$ cat config.mk
export PLATFORM = sky130hd
export DESIGN_NAME = pabm_pin_mux
export DESIGN_NICKNAME = d
export VERILOG_FILES = /design/src/include/pabm_pkg.sv /design/src/design/pabm_pin_mux.sv
export SDC_FILE = /design/constraint.sdc
export NUM_CORES = 1
export LEC_CHECK = 0
export BUFFER_PORTS_ARGS = -buffer_cell sky130_fd_sc_hd__buf_2
export CAP_MARGIN = 10
export CORE_MARGIN = 5
export CORE_UTILIZATION = 25
export DETAILED_ROUTE_END_ITERATION = 7
export GPL_ROUTABILITY_DRIVEN = 0
export PLACE_DENSITY = 0.53
export SETUP_SLACK_MARGIN = 0.1
export SKIP_CTS_REPAIR_TIMING = 1
export SLEW_MARGIN = 20
export SYNTH_ARGS = -nofsm -noshare
export SYNTH_HDL_FRONTEND = slang
export SYNTH_SLANG_ARGS = --single-unit
$ cat constraint.sdc
create_clock -name CORE_CLK_I -period 3.4 [get_ports CORE_CLK_I]
set_input_delay 0.51 -clock CORE_CLK_I [delete_from_list [all_inputs] [get_ports CORE_CLK_I]]
set_output_delay 0.51 -clock CORE_CLK_I [all_outputs]
set_load 0.02 [all_outputs]
$ cat src/include/pabm_pkg.sv
// package for the port a/b pin function mux
package pabm_pkg;
   // pin indices inside the seven-pin group
   localparam int unsigned PIN_COUNT  = 7;
   localparam int unsigned PIN_B2     = 0; // port_b_pin_2: miso / timer ch2
   localparam int unsigned PIN_B3     = 1; // port_b_pin_3: mosi / timer ch3
   localparam int unsigned PIN_A0     = 2; // port_a_pin_0: pulse_out_0
   localparam int unsigned PIN_A1     = 3; // port_a_pin_1: pulse_out_1
   localparam int unsigned PIN_A2     = 4; // port_a_pin_2: pulse_out_2
   localparam int unsigned PIN_A4     = 5; // pulse_out_4/fault_1/timer ch2
   localparam int unsigned PIN_A5     = 6; // pulse_out_5/fault_2/timer ch3
   localparam int unsigned PULSE_COUNT = 6;
   localparam int unsigned FAULT_COUNT = 2;
   // per-pin function select codes
   localparam int unsigned SEL_W      = 2;
   typedef logic [SEL_W-1:0] pabm_sel_t;
   localparam pabm_sel_t SEL_GPIO     = 2'h0;
   localparam pabm_sel_t SEL_ALT_A    = 2'h1; // spi on b, pulse on a
   localparam pabm_sel_t SEL_ALT_B    = 2'h2; // timer on b, fault on a4/a5
   localparam pabm_sel_t SEL_ALT_C    = 2'h3; // timer on a4/a5
   localparam pabm_sel_t SEL_RESET    = SEL_GPIO;
   localparam logic      PULLUP_RESET = 1'b1;
   localparam logic      DIR_RESET    = 1'b0; // input
   typedef logic [PIN_COUNT-1:0]   pabm_pins_t;
   typedef logic [PULSE_COUNT-1:0] pabm_pulse_t;
   typedef logic [FAULT_COUNT-1:0] pabm_fault_t;
   // fault pin location of each fault input
   localparam int unsigned FAULT_INPUT_1_PIN = PIN_A4;
   localparam int unsigned FAULT_INPUT_2_PIN = PIN_A5;
   // pulse output carried on each port a pin
   localparam int unsigned PULSE_ON_A0 = 0;
   localparam int unsigned PULSE_ON_A1 = 1;
   localparam int unsigned PULSE_ON_A2 = 2;
   localparam int unsigned PULSE_ON_A4 = 4;
   localparam int unsigned PULSE_ON_A5 = 5;
endpackage : pabm_pkg

$ cat src/design/pabm_pin_mux.sv
// port a/b pin function multiplexer
`timescale 1ns/1ps
module pabm_pin_mux
(
   input  wire logic                  CORE_CLK_I,
   input  wire logic                  RESETN_I,
   // configuration from the system integration module
   input  wire pabm_pkg::pabm_pins_t  CFG_WE_I,
   input  wire pabm_pkg::pabm_sel_t   CFG_SEL_I,
   input  wire pabm_pkg::pabm_pins_t  CFG_DIR_I,
   input  wire pabm_pkg::pabm_pins_t  CFG_PULLUP_I,
   input  wire pabm_pkg::pabm_fault_t CFG_FAULT_EN_I,
   input  wire pabm_pkg::pabm_pulse_t CFG_FAULT_INPUT_1_MASK_I,
   input  wire pabm_pkg::pabm_pulse_t CFG_FAULT_INPUT_2_MASK_I,
   // general-purpose port data
   input  wire pabm_pkg::pabm_pins_t  GPIO_OUT_I,
   output      pabm_pkg::pabm_pins_t  GPIO_IN_O,
   output logic [13:0]                SEL_STATE_O,
   // spi core
   input  wire logic                  SPI_MASTER_I,
   input  wire logic                  SPI_SLAVE_SEL_I,
   input  wire logic                  SPI_MOSI_I,
   input  wire logic                  SPI_MISO_I,
   output logic                       SPI_MOSI_O,
   output logic                       SPI_MISO_O,
   // pulse unit and timer
   input  wire pabm_pkg::pabm_pulse_t PULSE_I,
   output      pabm_pkg::pabm_fault_t FAULT_O,
   input  wire logic                  TMR2_OUT_I,
   input  wire logic                  TMR2_OE_I,
   input  wire logic                  TMR3_OUT_I,
   input  wire logic                  TMR3_OE_I,
   output logic                       TMR2_IN_O,
   output logic                       TMR3_IN_O,
   // pads
   input  wire pabm_pkg::pabm_pins_t  PAD_I,
   output      pabm_pkg::pabm_pins_t  PAD_O,
   output      pabm_pkg::pabm_pins_t  PAD_OE_O,
   output      pabm_pkg::pabm_pins_t  PAD_PULLUP_O
);
   import pabm_pkg::*;

   //------------------------------------------------------------
   // configuration state
   //------------------------------------------------------------
   pabm_sel_t  sel_r [PIN_COUNT];
   pabm_pins_t dir_r;
   pabm_pins_t pullup_r;
   pabm_fault_t fault_en_r;
   pabm_pulse_t fmask_r [FAULT_COUNT];
   logic        in_reset_r;

   always_ff @(posedge CORE_CLK_I or negedge RESETN_I)
   begin
      if (!RESETN_I)
      begin
         for (int i = 0; i < PIN_COUNT; i++)
            sel_r[i] <= SEL_RESET;
      end
      else
      begin
         for (int i = 0; i < PIN_COUNT; i++)
            if (CFG_WE_I[i])
               sel_r[i] <= CFG_SEL_I;
      end
   end

   always_ff @(posedge CORE_CLK_I or negedge RESETN_I)
   begin
      if (!RESETN_I)
      begin
         dir_r    <= {PIN_COUNT{DIR_RESET}};
         pullup_r <= {PIN_COUNT{PULLUP_RESET}};
      end
      else
      begin
         for (int i = 0; i < PIN_COUNT; i++)
            if (CFG_WE_I[i])
            begin
               dir_r[i]    <= CFG_DIR_I[i];
               pullup_r[i] <= CFG_PULLUP_I[i];
            end
      end
   end

   always_ff @(posedge CORE_CLK_I or negedge RESETN_I)
   begin
      if (!RESETN_I)
      begin
         fault_en_r <= '0;
         fmask_r[0] <= '0;
         fmask_r[1] <= '0;
      end
      else
      begin
         fault_en_r <= CFG_FAULT_EN_I;
         fmask_r[0] <= CFG_FAULT_INPUT_1_MASK_I;
         fmask_r[1] <= CFG_FAULT_INPUT_2_MASK_I;
      end
   end

   // held high until the first edge after release
   always_ff @(posedge CORE_CLK_I or negedge RESETN_I)
   begin
      if (!RESETN_I)
         in_reset_r <= 1'b1;
      else
         in_reset_r <= 1'b0;
   end

   //------------------------------------------------------------
   // fault gating of pulse outputs
   //------------------------------------------------------------
   pabm_fault_t fault_act;
   pabm_pulse_t pulse_kill;
   pabm_pulse_t pulse_g;

   always_comb
   begin
      // fault pins are active low with pull-up idle
      fault_act[0] = fault_en_r[0] && sel_r[FAULT_INPUT_1_PIN] == SEL_ALT_B
                     && !PAD_I[FAULT_INPUT_1_PIN];
      fault_act[1] = fault_en_r[1] && sel_r[FAULT_INPUT_2_PIN] == SEL_ALT_B
                     && !PAD_I[FAULT_INPUT_2_PIN];
      pulse_kill = ({PULSE_COUNT{fault_act[0]}} & fmask_r[0])
                 | ({PULSE_COUNT{fault_act[1]}} & fmask_r[1]);
      pulse_g    = PULSE_I & ~pulse_kill;
   end

   //------------------------------------------------------------
   // pad drive
   //------------------------------------------------------------
   pabm_pins_t alt_oe;
   pabm_pins_t alt_val;
   pabm_pins_t is_alt;

   always_comb
   begin
      alt_oe  = '0;
      alt_val = '0;
      for (int i = 0; i < PIN_COUNT; i++)
         is_alt[i] = (sel_r[i] != SEL_GPIO);
      // miso half-clock lead is the spi core's timing, passed through
      unique case (sel_r[PIN_B2])
         SEL_ALT_A:
         begin
            alt_oe[PIN_B2]  = !SPI_MASTER_I
                              && SPI_SLAVE_SEL_I;
            alt_val[PIN_B2] = SPI_MISO_I;
         end
         SEL_ALT_B, SEL_ALT_C:
         begin
            alt_oe[PIN_B2]  = TMR2_OE_I;
            alt_val[PIN_B2] = TMR2_OUT_I;
         end
         SEL_GPIO: ;
      endcase
      unique case (sel_r[PIN_B3])
         SEL_ALT_A:
         begin
            alt_oe[PIN_B3]  = SPI_MASTER_I;
            alt_val[PIN_B3] = SPI_MOSI_I;
         end
         SEL_ALT_B, SEL_ALT_C:
         begin
            alt_oe[PIN_B3]  = TMR3_OE_I;
            alt_val[PIN_B3] = TMR3_OUT_I;
         end
         SEL_GPIO: ;
      endcase
      alt_oe[PIN_A0]  = 1'b1;
      alt_val[PIN_A0] = pulse_g[PULSE_ON_A0];
      alt_oe[PIN_A1]  = 1'b1;
      alt_val[PIN_A1] = pulse_g[PULSE_ON_A1];
      alt_oe[PIN_A2]  = 1'b1;
      alt_val[PIN_A2] = pulse_g[PULSE_ON_A2];
      unique case (sel_r[PIN_A4])
         SEL_ALT_A:
         begin
            alt_oe[PIN_A4]  = 1'b1;
            alt_val[PIN_A4] = pulse_g[PULSE_ON_A4];
         end
         SEL_ALT_C:
         begin
            alt_oe[PIN_A4]  = TMR2_OE_I;
            alt_val[PIN_A4] = TMR2_OUT_I;
         end
         SEL_ALT_B, SEL_GPIO: ;
      endcase
      unique case (sel_r[PIN_A5])
         SEL_ALT_A:
         begin
            alt_oe[PIN_A5]  = 1'b1;
            alt_val[PIN_A5] = pulse_g[PULSE_ON_A5];
         end
         SEL_ALT_C:
         begin
            alt_oe[PIN_A5]  = TMR3_OE_I;
            alt_val[PIN_A5] = TMR3_OUT_I;
         end
         SEL_ALT_B, SEL_GPIO: ;
      endcase
   end

   always_comb
   begin
      for (int i = 0; i < PIN_COUNT; i++)
      begin
         if (in_reset_r)
         begin
            PAD_OE_O[i]     = 1'b0;
            PAD_O[i]        = 1'b0;
            PAD_PULLUP_O[i] = 1'b1;
         end
         else if (is_alt[i])
         begin
            PAD_OE_O[i]     = alt_oe[i];
            PAD_O[i]        = alt_val[i];
            PAD_PULLUP_O[i] = pullup_r[i] & ~alt_oe[i];
         end
         else
         begin
            PAD_OE_O[i]     = dir_r[i];
            PAD_O[i]        = GPIO_OUT_I[i];
            PAD_PULLUP_O[i] = pullup_r[i] & ~dir_r[i];
         end
      end
   end

   //------------------------------------------------------------
   // inputs back to the cores
   //------------------------------------------------------------
   always_comb
   begin
      GPIO_IN_O  = PAD_I;
      SPI_MOSI_O = (sel_r[PIN_B3] == SEL_ALT_A) ? PAD_I[PIN_B3] : 1'b0;
      SPI_MISO_O = (sel_r[PIN_B2] == SEL_ALT_A) ? PAD_I[PIN_B2] : 1'b0;
      FAULT_O    = fault_act;
      TMR2_IN_O  = (sel_r[PIN_A4] == SEL_ALT_C) ? PAD_I[PIN_A4]
                 : (sel_r[PIN_B2] inside {SEL_ALT_B, SEL_ALT_C})
                   ? PAD_I[PIN_B2] : 1'b0;
      TMR3_IN_O  = (sel_r[PIN_A5] == SEL_ALT_C) ? PAD_I[PIN_A5]
                 : (sel_r[PIN_B3] inside {SEL_ALT_B, SEL_ALT_C})
                   ? PAD_I[PIN_B3] : 1'b0;
      for (int i = 0; i < PIN_COUNT; i++)
         SEL_STATE_O[2*i +: 2] = sel_r[i];
   end

   //------------------------------------------------------------
   // checks
   //------------------------------------------------------------
   property p_reset_pads;
      @(posedge CORE_CLK_I) in_reset_r |-> (PAD_OE_O == '0)
         && (PAD_PULLUP_O == '1);
   endproperty
   a_reset_pads: assert property (p_reset_pads)
      else $error("pad driven during reset");

   property p_release_gpio;
      @(posedge CORE_CLK_I) $rose(RESETN_I) |-> sel_r[PIN_A0] == SEL_GPIO
         && sel_r[PIN_B2] == SEL_GPIO && sel_r[PIN_A5] == SEL_GPIO;
   endproperty
   a_release_gpio: assert property (p_release_gpio)
      else $error("pin not gpio after reset");

   property p_gpio_dir;
      @(posedge CORE_CLK_I) disable iff (!RESETN_I)
      CFG_WE_I[PIN_A1] && CFG_SEL_I == SEL_GPIO ##1 !CFG_WE_I[PIN_A1]
      |-> PAD_OE_O[PIN_A1] == $past(CFG_DIR_I[PIN_A1]);
   endproperty
   a_gpio_dir: assert property (p_gpio_dir)
      else $error("gpio direction not applied");

   property p_miso_dir;
      @(posedge CORE_CLK_I) disable iff (!RESETN_I)
      !in_reset_r && sel_r[PIN_B2] == SEL_ALT_A
      |-> PAD_OE_O[PIN_B2] == (!SPI_MASTER_I && SPI_SLAVE_SEL_I);
   endproperty
   a_miso_dir: assert property (p_miso_dir)
      else $error("miso direction wrong");

   property p_miso_hiz;
      @(posedge CORE_CLK_I) disable iff (!RESETN_I)
      sel_r[PIN_B2] == SEL_ALT_A && !SPI_SLAVE_SEL_I |-> !PAD_OE_O[PIN_B2];
   endproperty
   a_miso_hiz: assert property (p_miso_hiz)
      else $error("unselected slave drives miso");

   property p_mosi_dir;
      @(posedge CORE_CLK_I) disable iff (!RESETN_I)
      !in_reset_r && sel_r[PIN_B3] == SEL_ALT_A
      |-> PAD_OE_O[PIN_B3] == SPI_MASTER_I && PAD_O[PIN_B3] == SPI_MOSI_I;
   endproperty
   a_mosi_dir: assert property (p_mosi_dir)
      else $error("mosi direction wrong");

   property p_fault_kill;
      @(posedge CORE_CLK_I) disable iff (!RESETN_I)
      !in_reset_r && sel_r[PIN_A0] == SEL_ALT_A && fault_act[0]
      && fmask_r[0][PULSE_ON_A0] |-> !PAD_O[PIN_A0];
   endproperty
   a_fault_kill: assert property (p_fault_kill)
      else $error("faulted pulse output still active");

   property p_timer_a4;
      @(posedge CORE_CLK_I) disable iff (!RESETN_I)
      !in_reset_r && sel_r[PIN_A4] == SEL_ALT_C
      |-> PAD_O[PIN_A4] == TMR2_OUT_I && PAD_OE_O[PIN_A4] == TMR2_OE_I;
   endproperty
   a_timer_a4: assert property (p_timer_a4)
      else $error("timer 2 not routed to port a pin 4");

   property p_alt_owns;
      @(posedge CORE_CLK_I) disable iff (!RESETN_I)
      !in_reset_r && sel_r[PIN_A2] == SEL_ALT_A
      |-> PAD_OE_O[PIN_A2] && PAD_O[PIN_A2] == pulse_g[PULSE_ON_A2];
   endproperty
   a_alt_owns: assert property (p_alt_owns)
      else $error("gpio still owns alternate pin");

   c_slave_miso: cover property (@(posedge CORE_CLK_I)
      PAD_OE_O[PIN_B2] && sel_r[PIN_B2] == SEL_ALT_A);
   c_fault: cover property (@(posedge CORE_CLK_I) |fault_act);
   c_timer3_a5: cover property (@(posedge CORE_CLK_I)
      sel_r[PIN_A5] == SEL_ALT_C && PAD_OE_O[PIN_A5]);
endmodule : pabm_pin_mux

==> flow_metrics.tcl, run 1 <==
set metrics [dict create \
    cts_tree "yes" \
    via_per_inst 4.41 \
    min_period_ps 2350 \
    ys_seq_area_frac 0.541 \
    track_usage 0.119 \
    avgSynthCellArea_um2 11.7 \
    clock_sinks 39 \
    crit_fanout 22 \
    worst_slew_pin_slew_ps 881 \
    vdd_drop_max_uv 160 \
    final.setup.tns_ps 0 \
    cts-buffers-inserted 5 \
    finalNonFillerCells 357 \
    grt_pass1_vias 1594 \
    period_share 0.691 \
    num_rows 31 \
    cts-root-buf "clkbuf_8" \
    syn2layout_area_growth_pct 38.3 \
    cp.required_ps 2890 \
    rsz0062_at_grt "false" \
    cts_buffer_depth 2 \
    antenna_found_initial 0 \
    power-per-cell-area_nw_per_um2 476 \
    core_area_um2 7180 \
    clock_latency_ps 280 \
    status "complete, no violations" \
    drc 0 \
    maxCapViolCount 0 \
    start_util 0.254 \
    critPathKind "reg2out" \
    hpwl_mm 4.04 \
    fmax_ghz 0.426 \
    yosysWarningCount 0 \
    die-area_um2 9090 \
    critPathLaunchType "register" \
    antenna_left 0 \
    wl_per_cell_um 14.8 \
    crit_path_end_kind "output port" \
    dp_worst_setup_slack_ps 1330 \
    io_buffers 103 \
    min_path_type "in2reg" \
    placed_cells 349 \
    io_pins 115 \
    grt_pass1_wl_mm 8.12 \
    drive_above_1_share 0.484 \
    synth_cell_types 34 \
    worst_ep_arrival_time_ps 1840 \
    antenna_cells 0 \
    dr_total_vias 1574 \
    clk_pin_slew_ps 80 \
    leakage_nw 1.23 \
    drt_iter0_markers 15 \
    gr-total-overflow 0 \
    finalWirelength_mm 5.30 \
    clock_skew_ps 0 \
    firstDrtPassIters 4 \
    drv_slew 0 \
    worst_slack_ps 1050 \
    fin_nets 324 \
    grt_start_max_net_pins 40 \
    die_x_um 95.4 \
    die_y_um 95.4 \
    setup_violations 0 \
    h-tree-depth 2 \
    postSynthNetCount 223 \
    fillerInstances 777 \
    yosys_register_bits 39 \
    relSlewSlack 0.412 \
    synthCells 156 \
    hold_viol_final 0 \
    netlist_area_um2 1820 \
]
per-stage QoR:
step                 util  instance area [um2]  total power, W  hold slack, ps
detailed placement  0.335                 2400        0.000812             475
floorplan               -                 1820        0.000698             214
global route        0.351                 2520         0.00127             308
global placement    0.335                 2400        0.000809             462
finish              0.351                 2520         0.00120             326
CTS                 0.351                 2520         0.00122             310
Yosys cell counts:
master	n	area (um2)
mux2_1	27	304
dfstp_2	8	210
a211oi_1	1	7.51
nor3_1	3	15.0
a21oi_2	1	8.76
and4bb_2	1	12.5
buf_4	7	52.6
a21oi_1	3	15.0
o31ai_1	1	7.51
buf_1	2	7.51
a21o_1	1	7.51
nand2_1	12	45.0
a211o_1	1	8.76
nor3b_1	5	37.5
and3b_1	2	17.5
a32o_1	3	30.0
and2_1	1	6.26
nand3_1	4	20.0
nor2b_1	2	12.5
a31oi_1	2	12.5
o21ai_1	5	25.0
a22oi_1	3	22.5
mux2i_1	2	20.0
inv_2	3	11.3
and3_1	1	6.26
inv_1	1	3.75
and4bb_4	1	16.3
a31o_1	2	17.5
dfrtp_1	31	776
conb_1	1	3.75
o22ai_1	1	6.26
nand2b_1	1	6.26
o2111ai_1	1	8.76
nor2_1	16	60.1
where the power goes:
group	total (W)	switching, W	internal [W]
logic	0.000250	0.000145	0.000105
registers	0.000548	0.0000384	0.000510
clock network	0.000400	0.000163	0.000238
total	0.00120	0.000346	0.000852
worst paths after layout:
path	start	slack, ps	end	depth (start not counted)
min reg2reg	dir_r[0]	480	dir_r[0]	1
min	CFG_FAULT_EN_I[0]	330	fault_en_r[0]	1
min in group asynchronous	RESETN_I	340	dir_r[1]	1
max in group asynchronous	RESETN_I	2510	SEL_STATE_O[10]	1
max	in_reset_r	1050	PAD_O[6]	4
max reg2reg	SEL_STATE_O[10]	2500	SEL_STATE_O[10]	1
area by class of cell:
class | count | area (um2) | share of cell area
repair buffers | 103 | 515 | 0.205
inverters | 4 | 15.0 | 0.00596
flip-flops and latches | 39 | 986 | 0.391
clock inverters | 2 | 35.0 | 0.0139
clock buffers | 6 | 82.6 | 0.0328
well taps | 99 | 124 | 0.0492
multi-input cells | 104 | 761 | 0.302
per-layer routing:
metal	routed length, um	track usage	vias to the layer above	share of wire
met4	41	0.0337	0	0.0077
met5	0	0	-	0
met1	2360	0.159	752	0.44
met2	2410	0.187	65	0.45
li1	-	-	753	-
met3	494	0.0339	4	0.093
cells in the final DEF, fill, tap and decap left out, types with 2 or more instances in the layout:
| master | synthesis | layout |
|---|---|---|
| buf_2 | 0 | 103 |
| dfrtp_1 | 31 | 31 |
| mux2_1 | 27 | 27 |
| nor2_1 | 16 | 16 |
| nand2_1 | 12 | 12 |
| dfstp_2 | 8 | 8 |
| clkbuf_8 | 0 | 6 |
| o21ai_1 | 5 | 5 |
| nor3b_1 | 5 | 5 |
| nand3_1 | 4 | 4 |
| inv_2 | 3 | 3 |
| a21oi_1 | 3 | 3 |
| nor3_1 | 3 | 3 |
| a22oi_1 | 3 | 3 |
| a32o_1 | 3 | 3 |
| and3b_1 | 2 | 2 |
| a31o_1 | 2 | 2 |
| a31oi_1 | 2 | 2 |
| mux2i_1 | 2 | 2 |
| nor2b_1 | 2 | 2 |
worst max-delay path, cell delays in order, from the launching register on:
cell and delay, ps:
dfstp_2 840, inv_1 270, o2111ai_1 150, o22ai_1 110, buf_2 180
registers in the layout, summed over array words and instances (netlist names):
name	cells
pullup_r	7
SEL_STATE_O	14
fmask_r	8
dir_r	7
in_reset_r	1
fault_en_r	2
kinds of logic (layout without fill, tap and decap cells):
kind of cell / count (synthesis) / in the layout / share of synthesized area
other: 1 / 1 / 0.00206
AO/OA/AOI/OAI: 25 / 25 / 0.0975
buffers and inverters: 13 / 115 / 0.0412
multiplexers: 29 / 29 / 0.178
AND/OR/NAND/NOR: 49 / 49 / 0.140
flip-flops: 39 / 39 / 0.541
No activity file was read; power rests on OpenSTA's default activity.
==> run 2: changes to the inputs <==
--- a/config.mk
+++ b/config.mk
@@ -11,7 +11,7 @@
 export CORE_UTILIZATION = 25
 export DETAILED_ROUTE_END_ITERATION = 7
 export GPL_ROUTABILITY_DRIVEN = 0
-export PLACE_DENSITY = 0.53
+export PLACE_DENSITY = 0.55
 export SETUP_SLACK_MARGIN = 0.1
 export SKIP_CTS_REPAIR_TIMING = 1
 export SLEW_MARGIN = 20
==> constraint.sdc (replaced) <==
create_clock -name CORE_CLK_I -period 2.1 [get_ports CORE_CLK_I]
set_input_delay 0.315 -clock CORE_CLK_I [delete_from_list [all_inputs] [get_ports CORE_CLK_I]]
set_output_delay 0.315 -clock CORE_CLK_I [all_outputs]
set_load 0.02 [all_outputs]
==> run 2 against run 1 <==
Net effect:
- the flow now finishes with violations (hold timing)
- wire length down 0.57%
- clock skew did not move
- largest power group unchanged
- hold slack worse by 350 ps
- first-iteration DRC count rose by 87%
- sequential power increased by 60%
- non-clock buffer count increased by 9
- combinational power is 74% higher
- cell count increased by 2.5%
- final area rose by 2.1%
- critical path depth stayed put
- flip-flop and latch count unchanged
- die area unchanged
==> flow_metrics.tcl, run 2 (synthesis gave the netlist of run 1 again) <==
set metrics [dict create \
    finalHoldWorstSlack_ps -28.4 \
    hpwl_mm 4.11 \
    status "complete, but fails checks" \
    clock_sinks 39 \
    track_usage 0.119 \
    grt_pass1_vias 1675 \
    power_frac_clock 0.284 \
    final_common_cell "buf_2" \
    leakage_nw 1.26 \
    finalInstanceArea_um2 2570 \
    violations "hold timing" \
    critPathLaunchType "register" \
    vdd_drop_max_uv 244 \
    reg2reg_slack_ps 1120 \
    drc 0 \
    min_period_ps 1920 \
    cp.required_ps 1780 \
    fmax_ghz 0.521 \
    power-per-cell-area_nw_per_um2 711 \
    firstDrtPassIters 4 \
    clock_skew_ps 0 \
    die_x_um 95.4 \
    largest_register_ffs 14 \
    syn2layout_area_growth_pct 41.1 \
    cts-root-buf "clkbuf_8" \
    fin_nets 333 \
    cts_tree "yes" \
    antenna_left 0 \
    gr-total-overflow 0 \
    rr_worst_depth 2 \
    grt_start_max_net_pins 21 \
    io_buffers 103 \
    start_util 0.254 \
    layout_common_cells "buf_2, dfrtp_1, mux2_1" \
    antenna_cells 0 \
    core_area_um2 7180 \
    drv_slew 0 \
    min_path_type "in2async" \
    cts_buffer_depth 2 \
    cts-buffers-inserted 5 \
    antenna_found_initial 0 \
    io_pins 115 \
    clock_latency_ps 280 \
    crit_path_end_kind "output port" \
    dpl_cell_area_um2 2430 \
    crit_fanout 7 \
    maxCapViolCount 0 \
    power_frac_comb 0.237 \
    wl_per_cell_um 14.4 \
    die-area_um2 9090 \
    final.setup.tns_ps 0 \
    critPathKind "reg2out" \
    die_y_um 95.4 \
    worst_ep_arrival_time_ps 1600 \
    finalWirelength_mm 5.27 \
    postLayoutCoreUtil 0.358 \
    setup_violations 0 \
    dr_total_vias 1601 \
    rsz0062_at_grt "false" \
    fillerInstances 767 \
    period_share 0.914 \
    p_sw_w 0.000552 \
    num_rows 31 \
    clk_pin_slew_ps 80 \
    hold_viol_final 14 \
    via_per_inst 4.37 \
    h-tree-depth 2 \
    seqPwrFrac 0.479 \
    p_int_w 0.00128 \
    swShare 0.302 \
    drt_iter0_markers 28 \
    drive_above_1_share 0.509 \
    grt_pass1_wl_mm 8.14 \
]
## run 2: path summary, 6_finish.rpt
kind,start,end
setup / recovery,SEL_STATE_O[13],PAD_O[5]
min in group CORE_CLK_I,CFG_FAULT_INPUT_2_MASK_I[2],fmask_r[2]
hold / removal,RESETN_I,dir_r[2]
setup reg to reg,SEL_STATE_O[12],SEL_STATE_O[12]
max in group asynchronous,RESETN_I,pullup_r[5]
hold reg to reg,dir_r[0],dir_r[0]
## run 2: layout make-up
class                   count  area (um2)  share of cell area
flip-flops and latches     39         992               0.386
repair buffers            112         583               0.227
inverters                   4        15.0             0.00584
multi-input cells         104         766               0.298
clock inverters             1        5.00             0.00195
clock buffers               7        86.3              0.0336
well taps                  99         124              0.0482
## run 2: worst max-delay path: stages (launching register included)
cell,delay [ps]
dfrtp_1,460
and4bb_4,280
a211o_1,310
a21oi_2,110
buf_2,170
## run 2: routing by layer
layer | GRT usage | wire, um
met1 | 0.152 | 2300
met3 | 0.0292 | 440
met2 | 0.194 | 2450
met4 | 0.0433 | 74
met5 | 0 | 0
## run 2: power groups by stage
| stage | Combinational, W | Sequential (W) | Clock, W |
|---|---|---|---|
| 6_report | 0.000434 | 0.000876 | 0.000518 |
| 5_1_grt | 0.000480 | 0.000887 | 0.000591 |
| 4_1_cts | 0.000427 | 0.000881 | 0.000558 |
| 3_5_place_dp | 0.000425 | 0.000895 | 0 |
| 3_3_place_gp | 0.000422 | 0.000894 | 0 |
| 2_1_floorplan | 0.000214 | 0.000915 | 0 |
## run 2: through the flow
stage	instances	worst slack [ps]	power, W
2_1_floorplan	156	260	0.00113
3_3_place_gp	353	370	0.00132
3_5_place_dp	353	367	0.00132
4_1_cts	361	27.7	0.00187
5_1_grt	366	103	0.00196
6_report	366	180	0.00183
==> run 3: changes to the inputs <==
--- a/config.mk
+++ b/config.mk
@@ -9,6 +9,7 @@
 export CAP_MARGIN = 10
 export CORE_MARGIN = 5
 export CORE_UTILIZATION = 25
+export CTS_BUF_LIST = sky130_fd_sc_hd__clkbuf_4 sky130_fd_sc_hd__clkbuf_8 sky130_fd_sc_hd__clkbuf_16
 export DETAILED_ROUTE_END_ITERATION = 7
 export GPL_ROUTABILITY_DRIVEN = 0
 export PLACE_DENSITY = 0.55
==> run 3 against run 2 <==
Net effect:
- the flow still finishes with violations (hold timing)
- wire length stayed put
- global-route usage stayed put
- first-iteration DRC count stayed put
- critical path depth stayed put
- clock power is 3% higher
- die area stayed put
- final area is 0.15% higher
- utilization is 0.052 points higher
- non-clock buffer count stayed put
- count of clock-buffer cells in the layout stayed put
- sequential share of layout area is 0.056 points lower
- highest routed layer unchanged
==> flow_metrics.tcl, run 3 (synthesis gave the netlist of run 1 again) <==
set metrics [dict create \
    die_x_um 95.4 \
    min_period_ps 1920 \
    cts_buffer_depth 2 \
    syn2layout_area_growth_pct 41.3 \
    die_y_um 95.4 \
    layout_common_cells "buf_2, dfrtp_1, mux2_1" \
    wl_per_cell_um 14.4 \
    crit_fanout 8 \
    critical_path.max_stage_delay_ps 460 \
    cts-buffers-inserted 5 \
    rsz0062_at_grt "false" \
    grt_pass1_wl_mm 8.14 \
    h-tree-depth 2 \
    min_path_type "in2async" \
    dr_total_vias 1598 \
    hpwl_mm 4.11 \
    critPathKind "reg2out" \
    clk_pin_slew_ps 80 \
    drive_above_1_share 0.513 \
    antenna_found_initial 0 \
    antenna_left 0 \
    drt_iter0_markers 28 \
    critPathLaunchType "register" \
    worst_ep_arrival_time_ps 1600 \
    drc 0 \
    cts-root-buf "clkbuf_8" \
    violations "hold timing" \
    finalWirelength_mm 5.27 \
    crit_path_end_kind "output port" \
    cts_tree "yes" \
    finalHoldWorstSlack_ps -31.1 \
    total_power_w 0.00184 \
    cp_slowest_cell "dfrtp_2" \
    io_pins 115 \
    track_usage 0.119 \
    fmax_ghz 0.521 \
    vdd_drop_max_uv 252 \
    leakage_nw 1.26 \
    grt_start_max_net_pins 21 \
    clock_sinks 39 \
    antenna_cells 0 \
    final_common_cell "buf_2" \
    hold_viol_final 14 \
    fin_nets 333 \
    largest_register_ffs 14 \
    firstDrtPassIters 4 \
    power-per-cell-area_nw_per_um2 716 \
    worstPathCellList "and4bb_2 -> a22oi_1 -> a32o_1 -> buf_2" \
    io_buffers 103 \
    period_share 0.914 \
    setup_violations 0 \
    drv_slew 0 \
    start_util 0.254 \
    via_per_inst 4.37 \
    clock_skew_ps 0 \
    clock_latency_ps 280 \
    maxCapViolCount 0 \
    die-area_um2 9090 \
    cp.required_ps 1780 \
    num_rows 31 \
    status "complete, but fails checks" \
    final.setup.tns_ps 0 \
    gr-total-overflow 0 \
    core_area_um2 7180 \
    grt_pass1_vias 1675 \
]
==> run 3: cell count changes in the layout (fill, tap and decap cells not counted) <==
cell	delta
clkbuf_1	-1
clkbuf_4	+1
==> run 3: layout make-up <==
| class | instances | area (um2) |
|---|---|---|
| clock buffer | 7 | 90.1 |
| clock inverter | 1 | 5.00 |
| fill | 767 | 4600 |
| inverter | 4 | 15.0 |
| multi-input combinational | 104 | 766 |
| sequential | 39 | 992 |
| tap | 99 | 124 |
| timing repair buffer | 112 | 583 |
==> run 3: worst max-delay path: cells and delay by family, from the launching register on <==
| family | cells | cell delay [ps] |
|---|---|---|
| DFF | 1 | 460 |
| AOI/OAI and AO/OA | 2 | 380 |
| and+or+nand+nor | 1 | 320 |
| buffers and inverters | 1 | 160 |
==> run 3: through the flow <==
stage | instance area (um2) | util | hold slack (ps) | setup slack (ps) | std cells
after floorplan | 1820 | - | 19.4 | 260 | 156
after global placement | 2430 | 0.339 | 307 | 370 | 353
after detailed placement | 2430 | 0.339 | 302 | 367 | 353
after CTS | 2530 | 0.352 | -20.1 | 27.7 | 361
after global routing | 2570 | 0.359 | 5.82 | 103 | 366
final | 2570 | 0.359 | -31.1 | 180 | 366
==> run 3: path summary, 6_finish.rpt <==
kind | start | end | slack (ps) | cells past startpoint
worst max-delay path | SEL_STATE_O[11] | PAD_O[3] | 180 | 4
worst min-delay path | RESETN_I | dir_r[2] | -30 | 1
worst max register to register | SEL_STATE_O[12] | SEL_STATE_O[12] | 1120 | 2
worst min register to register | dir_r[0] | dir_r[0] | 480 | 1
max in group asynchronous | RESETN_I | pullup_r[5] | 1520 | 2
min in group CORE_CLK_I | CFG_FAULT_INPUT_2_MASK_I[2] | fmask_r[2] | 120 | 1
==> run 3: routing by layer <==
metal / track usage / vias to the layer above / wire [um] / part of all wire
met5: 0 / - / 0 / 0
met4: 0.0433 / 0 / 74 / 0.014
met2: 0.194 / 69 / 2450 / 0.46
li1: - / 773 / - / -
met1: 0.152 / 748 / 2320 / 0.44
met3: 0.0292 / 8 / 428 / 0.081
==> run 3: power by group <==
group	switching (W)	internal [W]	leakage (nW)	total, W
Combinational	0.000249	0.000184	0.765	0.000433
Clock	0.000256	0.000278	0.0517	0.000534
Sequential	0.0000487	0.000827	0.446	0.000876
Total	0.000554	0.00129	1.26	0.00184
